**src/rtl/pll_hold_pkg.sv**
```systemverilog
// package: register map, field layout, pin carriers and states of the holdover/calibration block
// Summary of operation
// - auto holdover enabled: charge pump goes high impedance as soon as lock is lost outside calibration
// - holdover entry condition is the sensed level on the lock indicator pin
// - comparator-enable bit gates pin comparator; disabled means pin always sensed high
// - once in holdover, charge pump stays high impedance while no reference edge arrives
// - leaving holdover on a reference edge resets the B counter, never the prescaler
// - after leaving holdover, pin must read high again before re-entry
// - holdover follows the selected reference; switchover loss holds until next edge
// - two-bit lock counter sets consecutive in-window cycles; code 00 means five
// - pin select code 000100b selects current-source lock detect mode
// - both holdover enable bits needed; otherwise no holdover of any kind acts
// - external-holdover bit at 0 selects internal automatic holdover on lock loss
// - lock window bit at 0 selects the high-range lock window
// - three monitors flag references or VCO below threshold; VCO one may watch CLK
// - reference monitors have normal/extended thresholds; results read as three status bits
// - calibration is clocked from the divided reference and needs the reference present
// - first calibration after reset starts once the calibrate bit is set and applied
// - status bit reads one once a calibration has finished
// - calibration holds outputs in sync, calibrates, then releases sync and closes loop
// - calibration clock is PHASE_FREQUENCY_DETECTOR clock over divider field; a run is 4400 such cycles
// - lock asserts after programmed consecutive in-window cycles, drops on one unlock cycle
package pll_hold_pkg;
	localparam int          ADDR_W = 12;
	localparam int          DATA_W = 32;
	localparam logic [9:0]  IDX_LOCK_CAL = 10'h018;
	localparam logic [9:0]  IDX_PIN_SEL  = 10'h01A;
	localparam logic [9:0]  IDX_MON_SEL  = 10'h01B;
	localparam logic [9:0]  IDX_REF_CTL  = 10'h01C;
	localparam logic [9:0]  IDX_HOLD_CTL = 10'h01D;
	localparam logic [9:0]  IDX_STATUS   = 10'h01F;
	localparam logic [9:0]  IDX_UPDATE   = 10'h232;
	localparam int          NUM_CFG      = 5;
	localparam logic [2:0]  SLOT_LOCK_CAL = 3'h0;
	localparam logic [2:0]  SLOT_PIN_SEL  = 3'h1;
	localparam logic [2:0]  SLOT_MON_SEL  = 3'h2;
	localparam logic [2:0]  SLOT_REF_CTL  = 3'h3;
	localparam logic [2:0]  SLOT_HOLD_CTL = 3'h4;
	localparam logic [7:0]  RST_CFG      = 8'h00;
	localparam int          CAL_BIT      = 0;
	localparam int          CAL_DIV_LSB  = 1;
	localparam int          DLD_OFF_BIT  = 3;
	localparam int          LOCK_WIN_BIT = 4;
	localparam int          LOCK_CNT_LSB = 5;
	localparam int          MON1_EXT_BIT = 6;
	localparam int          MON2_EXT_BIT = 7;
	localparam int          REF_BUF_LSB  = 1;
	localparam int          SECOND_REFERENCE_INPUT_SEL_BIT = 6;
	localparam int          CLK_FB_BIT   = 7;
	localparam int          HOLD_A_BIT   = 0;
	localparam int          EXT_HOLD_BIT = 1;
	localparam int          HOLD_B_BIT   = 2;
	localparam int          COMP_EN_BIT  = 3;
	localparam int          UPDATE_BIT   = 0;
	localparam logic [5:0]  CS_LOCK_CODE = 6'h04;
	localparam logic [12:0] CAL_CYCLES   = 13'h1130;
	localparam logic [7:0]  LOCK_CYC0    = 8'h05;
	localparam logic [7:0]  LOCK_CYC1    = 8'h10;
	localparam logic [7:0]  LOCK_CYC2    = 8'h40;
	localparam logic [7:0]  LOCK_CYC3    = 8'hFF;

	typedef struct packed {
		logic refEdge1;
		logic refEdge2;
		logic lockPin;
		logic inLockWin;
		logic overUnlock;
		logic ref1Low;
		logic ref2Low;
		logic vcoLow;
		logic clkInLow;
	} pllPins_t;

	typedef struct packed {
		logic       cpHiZ;
		logic       bReset;
		logic       outSync;
		logic       dldOut;
		logic       csCharge;
		logic       lockWinHigh;
		logic [1:0] refMonExt;
		logic [1:0] refBufEn;
		logic [5:0] ldSel;
		logic       refSelect2;
		logic       clkFeedback;
	} pllCtl_t;

	typedef enum logic [1:0] {HO_TRACK, HO_HIZ, HO_REARM} holdState_t;
	typedef enum logic {CAL_IDLE, CAL_RUN} calState_t;
endpackage

```
**src/rtl/pll_holdover_ctrl.sv**
```systemverilog
// holdover, lock detect, frequency monitor and VCO calibration control with Avalon-MM registers
`timescale 1ns/10ps
`default_nettype none
module pll_holdover_ctrl (
	input  wire logic                           clk_sys,
	input  wire logic                           arst_n,
	input  wire logic [pll_hold_pkg::ADDR_W-1:0] address,
	input  wire logic                           read,
	input  wire logic                           write,
	input  wire logic [pll_hold_pkg::DATA_W-1:0] writedata,
	input  wire logic [3:0]                     byteenable,
	output logic      [pll_hold_pkg::DATA_W-1:0] readdata,
	output logic                                waitrequest,
	input  wire pll_hold_pkg::pllPins_t         pins,
	output var pll_hold_pkg::pllCtl_t           ctl
);
	import pll_hold_pkg::*;

	typedef struct packed {
		logic                      waitReq;
		logic [DATA_W-1:0]         rdata;
		logic [NUM_CFG-1:0][7:0]   bufReg;
		logic [NUM_CFG-1:0][7:0]   actReg;
		logic                      calBitPrev;
		holdState_t                ho;
		logic [7:0]                lockCnt;
		calState_t                 cal;
		logic [3:0]                divCnt;
		logic [12:0]               calCnt;
		logic                      calDone;
		logic [2:0]                monStat;
		pllCtl_t                   ctl;
	} blkState_t;

	blkState_t s_q;
	blkState_t s_d;

	pllPins_t  pinLvl;
	pllPins_t  pinRise;
	logic      pfdEvt;
	logic      sensed;
	logic      holdOn;
	logic      autoOn;
	logic      calTick;
	logic      calStart;
	logic [7:0] lockTarget;
	logic [4:0] calDiv;

	// async comparator and divider outputs, two flops before use
	pin_sync #(.W($bits(pllPins_t))) u_sync (
		.clk_sys (clk_sys),
		.arst_n  (arst_n),
		.raw     (pins),
		.level   (pinLvl),
		.rise    (pinRise)
	);

	function automatic logic [3:0] slotOf(input logic [9:0] idx);
		unique case (idx)
			IDX_LOCK_CAL: slotOf = {1'b1, SLOT_LOCK_CAL};
			IDX_PIN_SEL:  slotOf = {1'b1, SLOT_PIN_SEL};
			IDX_MON_SEL:  slotOf = {1'b1, SLOT_MON_SEL};
			IDX_REF_CTL:  slotOf = {1'b1, SLOT_REF_CTL};
			IDX_HOLD_CTL: slotOf = {1'b1, SLOT_HOLD_CTL};
			default:      slotOf = 4'h0;
		endcase
	endfunction

	function automatic logic [7:0] lockCycles(input logic [1:0] code);
		unique case (code)
			2'h0: lockCycles = LOCK_CYC0;
			2'h1: lockCycles = LOCK_CYC1;
			2'h2: lockCycles = LOCK_CYC2;
			2'h3: lockCycles = LOCK_CYC3;
		endcase
	endfunction

	// divide-by 2, 4, 8 or 16 of the PHASE_FREQUENCY_DETECTOR clock
	function automatic logic [4:0] calDivOf(input logic [1:0] code);
		calDivOf = 5'h02 << code;
	endfunction

	logic [7:0] lockCal;
	logic [7:0] pinSel;
	logic [7:0] refCtl;
	logic [7:0] holdCtl;
	assign lockCal = s_q.actReg[SLOT_LOCK_CAL];
	assign pinSel  = s_q.actReg[SLOT_PIN_SEL];
	assign refCtl  = s_q.actReg[SLOT_REF_CTL];
	assign holdCtl = s_q.actReg[SLOT_HOLD_CTL];

	// holdover tracks whichever reference is selected now
	assign pfdEvt = refCtl[SECOND_REFERENCE_INPUT_SEL_BIT] ? pinRise.refEdge2 : pinRise.refEdge1;
	assign sensed = holdCtl[COMP_EN_BIT] ? pinLvl.lockPin : 1'b1;
	assign holdOn = holdCtl[HOLD_A_BIT] & holdCtl[HOLD_B_BIT];
	// holdover resets N during calibration, so it is held off meanwhile
	assign autoOn = holdOn & ~holdCtl[EXT_HOLD_BIT] & (s_q.cal == CAL_IDLE);
	assign lockTarget = lockCycles(lockCal[LOCK_CNT_LSB +: 2]);
	assign calDiv = calDivOf(lockCal[CAL_DIV_LSB +: 2]);
	assign calTick = pfdEvt & ({1'b0, s_q.divCnt} == calDiv - 5'h01);
	assign calStart = lockCal[CAL_BIT] & ~s_q.calBitPrev;

	always_comb begin
		logic       req;
		logic [3:0] slot;
		logic [9:0] idx;
		logic       dldNext;
		req = read | write;
		idx = address[11:2];
		slot = slotOf(idx);
		dldNext = s_q.ctl.dldOut;
		s_d = s_q;
		s_d.ctl.bReset = 1'b0;

		// bus: one wait cycle, completion at the edge where waitrequest is seen low
		s_d.waitReq = ~(req & s_q.waitReq);
		if (read & s_q.waitReq) begin
			s_d.rdata = '0;
			if (address[1:0] == 2'h0) begin
				if (slot[3]) begin
					s_d.rdata[7:0] = s_q.bufReg[slot[2:0]];
				end else if (idx == IDX_STATUS) begin
					s_d.rdata[7:0] = {1'b0, s_q.calDone, 2'h0, s_q.monStat,
						s_q.ctl.dldOut};
				end
			end
		end
		if (write & ~s_q.waitReq & byteenable[0] & (address[1:0] == 2'h0)) begin
			if (slot[3]) begin
				s_d.bufReg[slot[2:0]] = writedata[7:0];
			end else if (idx == IDX_UPDATE && writedata[UPDATE_BIT]) begin
				s_d.actReg = s_q.bufReg;
			end
		end

		// digital lock detect, evaluated once per reference edge
		if (lockCal[DLD_OFF_BIT]) begin
			dldNext = 1'b0;
			s_d.lockCnt = '0;
		end else if (pfdEvt) begin
			if (pinLvl.overUnlock) begin
				dldNext = 1'b0;
				s_d.lockCnt = '0;
			end else if (pinLvl.inLockWin) begin
				if (s_q.lockCnt >= lockTarget - 8'h01) begin
					dldNext = 1'b1;
				end else begin
					s_d.lockCnt = s_q.lockCnt + 8'h01;
				end
			end else begin
				s_d.lockCnt = '0;
			end
		end
		s_d.ctl.dldOut = dldNext;
		s_d.ctl.csCharge = (pinSel[5:0] == CS_LOCK_CODE) & dldNext;
		s_d.ctl.ldSel = pinSel[5:0];
		s_d.ctl.lockWinHigh = ~lockCal[LOCK_WIN_BIT];
		s_d.ctl.refMonExt = {pinSel[MON2_EXT_BIT], pinSel[MON1_EXT_BIT]};
		s_d.ctl.refBufEn = refCtl[REF_BUF_LSB +: 2];
		s_d.ctl.refSelect2 = refCtl[SECOND_REFERENCE_INPUT_SEL_BIT];
		s_d.ctl.clkFeedback = refCtl[CLK_FB_BIT];

		// VCO monitor follows CLK when CLK feeds the N divider
		s_d.monStat = {refCtl[CLK_FB_BIT] ? pinLvl.clkInLow : pinLvl.vcoLow,
			pinLvl.ref2Low, pinLvl.ref1Low};

		// automatic holdover
		unique case (s_q.ho)
			HO_TRACK: begin
				if (autoOn & ~sensed) begin
					s_d.ho = HO_HIZ;
					s_d.ctl.cpHiZ = 1'b1;
				end
			end
			HO_HIZ: begin
				if (pfdEvt) begin
					s_d.ho = HO_REARM;
					s_d.ctl.cpHiZ = 1'b0;
					s_d.ctl.bReset = 1'b1;
				end
			end
			HO_REARM: begin
				if (sensed) begin
					s_d.ho = HO_TRACK;
				end
			end
			default: begin
				s_d.ho = HO_TRACK;
				s_d.ctl.cpHiZ = 1'b0;
			end
		endcase
		if (!holdOn) begin
			s_d.ho = HO_TRACK;
			s_d.ctl.cpHiZ = 1'b0;
		end

		// calibration, started only by a rise of the applied calibrate bit
		s_d.calBitPrev = lockCal[CAL_BIT];
		unique case (s_q.cal)
			CAL_IDLE: begin
				if (calStart) begin
					s_d.cal = CAL_RUN;
					s_d.calDone = 1'b0;
					s_d.divCnt = '0;
					s_d.calCnt = '0;
					s_d.ctl.outSync = 1'b1;
				end
			end
			CAL_RUN: begin
				if (calTick) begin
					s_d.divCnt = '0;
					if (s_q.calCnt == CAL_CYCLES - 13'h0001) begin
						s_d.cal = CAL_IDLE;
						s_d.calDone = 1'b1;
						s_d.ctl.outSync = 1'b0;
					end else begin
						s_d.calCnt = s_q.calCnt + 13'h0001;
					end
				end else if (pfdEvt) begin
					s_d.divCnt = s_q.divCnt + 4'h1;
				end
			end
		endcase
	end

	always_ff @(posedge clk_sys or negedge arst_n) begin
		if (!arst_n) begin
			s_q <= '0;
			s_q.waitReq <= 1'b1;
			s_q.bufReg <= {NUM_CFG{RST_CFG}};
			s_q.actReg <= {NUM_CFG{RST_CFG}};
			s_q.ho <= HO_TRACK;
			s_q.cal <= CAL_IDLE;
		end else begin
			s_q <= s_d;
		end
	end

	assign readdata    = s_q.rdata;
	assign waitrequest = s_q.waitReq;
	assign ctl         = s_q.ctl;
endmodule // pll_holdover_ctrl
`default_nettype wire

```
**src/rtl/pin_sync.sv**
```systemverilog
// two-flop synchroniser with a rising-edge pulse for asynchronous pins
`timescale 1ns/10ps
`default_nettype none
module pin_sync #(
	parameter int W = 1
) (
	input  wire logic         clk_sys,
	input  wire logic         arst_n,
	input  wire logic [W-1:0] raw,
	output logic      [W-1:0] level,
	output logic      [W-1:0] rise
);
	typedef struct packed {
		logic [W-1:0] meta;
		logic [W-1:0] sync;
		logic [W-1:0] prev;
	} syncState_t;

	syncState_t s_q;
	syncState_t s_d;

	always_comb begin
		s_d = s_q;
		s_d.meta = raw;
		s_d.sync = s_q.meta;
		s_d.prev = s_q.sync;
	end

	always_ff @(posedge clk_sys or negedge arst_n) begin
		if (!arst_n) begin
			s_q <= '0;
		end else begin
			s_q <= s_d;
		end
	end

	assign level = s_q.sync;
	assign rise  = s_q.sync & ~s_q.prev;
endmodule // pin_sync
`default_nettype wire

```
**config.mk**
```make
export PLATFORM = sky130hd
export DESIGN_NAME = pll_holdover_ctrl
export DESIGN_NICKNAME = d
export VERILOG_FILES = /design/src/rtl/pll_hold_pkg.sv /design/src/rtl/pll_holdover_ctrl.sv /design/src/rtl/pin_sync.sv
export SDC_FILE = /design/constraint.sdc
export NUM_CORES = 1
export LEC_CHECK = 0
export BUFFER_PORTS_ARGS = -buffer_cell sky130_fd_sc_hd__buf_2
export CORE_MARGIN = 3
export CORE_UTILIZATION = 45
export CTS_BUF_LIST = sky130_fd_sc_hd__clkbuf_2 sky130_fd_sc_hd__clkbuf_4 sky130_fd_sc_hd__clkbuf_8
export CTS_CLUSTER_DIAMETER = 40
export CTS_CLUSTER_SIZE = 25
export DETAILED_ROUTE_END_ITERATION = 10
export PLACE_DENSITY = 0.69
export SLEW_MARGIN = 10
export SYNTH_ARGS = -nofsm -noshare
export SYNTH_HDL_FRONTEND = slang
export SYNTH_SLANG_ARGS = --single-unit
```
**constraint.sdc**
```tcl
create_clock -name clk_sys -period 2.7 [get_ports clk_sys]
set_input_delay 0.27 -clock clk_sys [delete_from_list [all_inputs] [get_ports clk_sys]]
set_output_delay 0.27 -clock clk_sys [all_outputs]
set_load 0.005 [all_outputs]
```
==> flow_summary.json <==
{
  "status": "completed",
  "synthFlopType": "dfrtp_1",
  "n_fill_cell": 1225,
  "yosys_warnings": 0,
  "die-area_mm2": 0.01627,
  "min_path_type": "in2reg",
  "grt-ovfl-total": 0,
  "dieWidth_um": 127.6,
  "start_util_pct": 47.00,
  "irDropWorstVdd_mv": 0.5002,
  "clock-sinks": 143,
  "area_growth_pct": 13.19,
  "fp.dieH_um": 127.6,
  "finalHoldViolations": 0,
  "track_usage_pct": 17.52,
  "initialDrtViolationCount": 351,
  "cts.clk_slew.worst_paths_ps": 90,
  "max_freq_mhz": 385.6,
  "power.density_mw_per_mm2": 559.4,
  "htreeDepth": 4,
  "placed_cells": 780,
  "tightest_slew_ps": 705.6,
  "drv_slew": 0,
  "cts_buffers": 17,
  "via_count": 4518,
  "grt_first_pass_wirelength_mm": 22.58,
  "drc": 0,
  "firstDrtPassIters": 8,
  "avgRoutedWirePerCell_um": 16.37,
  "post_synth_xor_area_fraction_pct": 0.2634,
  "synth_edf_count": 0,
  "clk_path_buf_depth": 2,
  "utilization_pct": 53.20,
  "whs_ps": 121.6,
  "antenna_found_initial": 0,
  "dp_hpwl_mm": 9.238,
  "leakagePower_nw": 3.709,
  "start_kind": "register",
  "final-setup-viol-count": 0,
  "synth_top_family_by_area": "simple AND/OR/NAND/NOR gates",
  "synth_cell_types": 59,
  "period_minus_slack_ps": 2593,
  "grt_max_degree": 62,
  "synthArstFlopShare_pct": 100.0,
  "synth_area_mm2": 0.006650,
  "rsz0062_at_grt": "true",
  "core-area_mm2": 0.01415,
  "place_congestion": 0.7844,
  "synth-simple-area-share_pct": 13.51,
  "root_buffer": "clkbuf_8",
  "setup_ws_ps": 106.8,
  "final_antenna_net_count": 0,
  "period_share_pct": 96.05,
  "maxCapViolations": 0,
  "rows": 43,
  "synth.avg_cell_area_um2": 11.63,
  "worstSetupPathType": "reg2reg",
  "antennaDiodeCount": 0,
  "portBuffers": 60,
  "tns_ps": 0,
  "crit_path_max_fanout": 5,
  "via_per_inst": 5.450,
  "synth_fa_ha_area_share_pct": 3.198,
  "crit_required_ps": 3090,
  "relSlewSlack_pct": 52.96,
  "io_pins": 112,
  "cts_tree": "yes",
  "clock_skew_ps": 10.73,
  "synth_mux_area_share_pct": 11.55,
  "worstPathArrival_ps": 2980,
  "synth_compound_area_share_pct": 9.765,
  "dp_slack_ps": -55.12,
  "critical_path.endpoint_type": "register",
  "syn_inst": 572,
  "ys_ff_latch": 143,
  "grt_pass1_vias": 4485,
  "layout-drive-gt1-share_pct": 30.51,
  "min_path_cells": 2,
  "layoutNonFillerInstCount": 829,
  "wl_mm": 13.57,
  "ys_seq_area_share_pct": 53.83,
  "reg2reg_depth": 10,
  "finalNetCount": 714,
  "clk_latency_ps": 450
}
## cells in the final DEF (no fill, tap or decap), drive strengths merged, types with 4 or more instances in the layout
master | Yosys | routed
dlygate4sd3 | 0 | 12
o211ai | 5 | 5
ha | 17 | 17
inv | 17 | 22
a31oi | 8 | 8
a32o | 7 | 7
mux2i | 7 | 7
conb | 1 | 24
nor2 | 22 | 22
or4 | 10 | 10
nor3 | 9 | 9
clkinv | 0 | 5
o41ai | 4 | 4
dfrtp | 142 | 142
a21oi | 25 | 25
nor4 | 5 | 5
o21ai | 20 | 20
o22ai | 7 | 7
nand2b | 8 | 8
clkbuf | 15 | 18
or4b | 5 | 5
o31ai | 6 | 6
nand3 | 19 | 19
nor2b | 10 | 10
or3 | 4 | 4
nand4 | 6 | 6
buf | 54 | 79
nand2 | 39 | 39
mux2 | 62 | 62
## registers in the layout, indices dropped and copies added (netlist names)
register and count:
refCtl 4, ctl 18, u_sync.level 9, u_sync.s_d 9, waitrequest 1, u_sync.s_q 4
s_q 71, pinSel 8, readdata 8, lockCal 7, holdCtl 4
## metal layers
| metal | global-route usage (%) | vias to the layer above | part of all wire [%] |
|---|---|---|---|
| li1 | - | 2121 | - |
| met1 | 25.14 | 2246 | 46 |
| met2 | 26.35 | 140 | 47 |
| met3 | 4.682 | 11 | 5.9 |
| met4 | 4.921 | 0 | 0.89 |
| met5 | 0 | - | 0 |
## cells in the mapped netlist, types with 3 or more instances
cell type | number | share of area (%)
a21oi_1 | 25 | 1.9
or3_1 | 4 | 0.38
o31ai_1 | 6 | 0.68
inv_1 | 17 | 0.96
nand3_1 | 18 | 1.4
a32o_1 | 7 | 1.1
o22ai_1 | 7 | 0.66
o211ai_1 | 5 | 0.56
nand2b_1 | 8 | 0.75
nor4_1 | 3 | 0.28
nand4_1 | 6 | 0.56
nor3_1 | 8 | 0.60
mux2_2 | 62 | 10
a21o_1 | 3 | 0.34
nand2_1 | 39 | 2.2
or4_1 | 10 | 1.1
nor2b_1 | 10 | 0.94
a31oi_1 | 8 | 0.75
dfrtp_1 | 142 | 53
and2_1 | 3 | 0.28
o21ai_0 | 20 | 1.5
nor2_2 | 3 | 0.28
clkbuf_1 | 15 | 0.85
ha_1 | 17 | 3.2
o41ai_1 | 4 | 0.53
nand3b_1 | 3 | 0.34
nor2_1 | 19 | 1.1
buf_4 | 50 | 5.6
or4b_2 | 5 | 0.75
mux2i_1 | 7 | 1.1
## worst max-delay path, cell delays in order (launching register included)
cell and delay, ps:
dfrtp_1 370, inv_2 60, ha_1 310, and2_1 190
ha_4 220, a211o_1 260, a31oi_2 190, o311ai_4 130
buf_4 180, or4_1 530, nand3_2 100
## logic make-up after synthesis
logic type,Yosys count
simple gates,155
flops,143
compound gates,99
buf+inv,86
mux,69
fa+ha+maj,17
xor+xnor,2
other cells,1
## where the power goes
group	internal [mW]	leakage, nW	switching [mW]
Clock	0.766	0.188	0.875
Sequential	2.20	1.91	0.0605
Combinational	0.122	1.61	0.189
## worst paths after layout
kind	start	endpoint	slack [ps]
max	lockCal[5]	s_q[45]	110
min reg2reg	u_sync.level[2]	u_sync.s_q[2]	350
max in group asynchronous	arst_n	s_q[25]	1610
min in group asynchronous	arst_n	u_sync.s_d[16]	350
max reg2reg	lockCal[5]	s_q[45]	110
min	writedata[5]	s_q[112]	120
## final cells by class
cell class,instances,area (µm²),area share (%)
sequential,143,3580,47.56
multi-input combinational,366,2700,35.87
timing repair buffer,91,579.3,7.696
clock buffer,18,247.7,3.291
tap,180,225.2,2.992
clock inverter,14,131.4,1.745
inverter,17,63.81,0.8477
## through the flow
stage	power (mW)	instance area (µm²)
after global placement	2.569	6945
after detailed placement	2.594	6945
final	4.211	7527
after global routing	4.413	7527
after CTS	4.244	7467
after floorplan	2.472	6736
## repair_timing
item	CTS	global route
hold endpoints to repair	68	0
endpoints found under the setup margin	2	6
gates cloned	0	1
resized for setup	1	9
buffers inserted	2	2
hold buffers	12	0
Note: power is estimated with default switching activity, not from simulation.
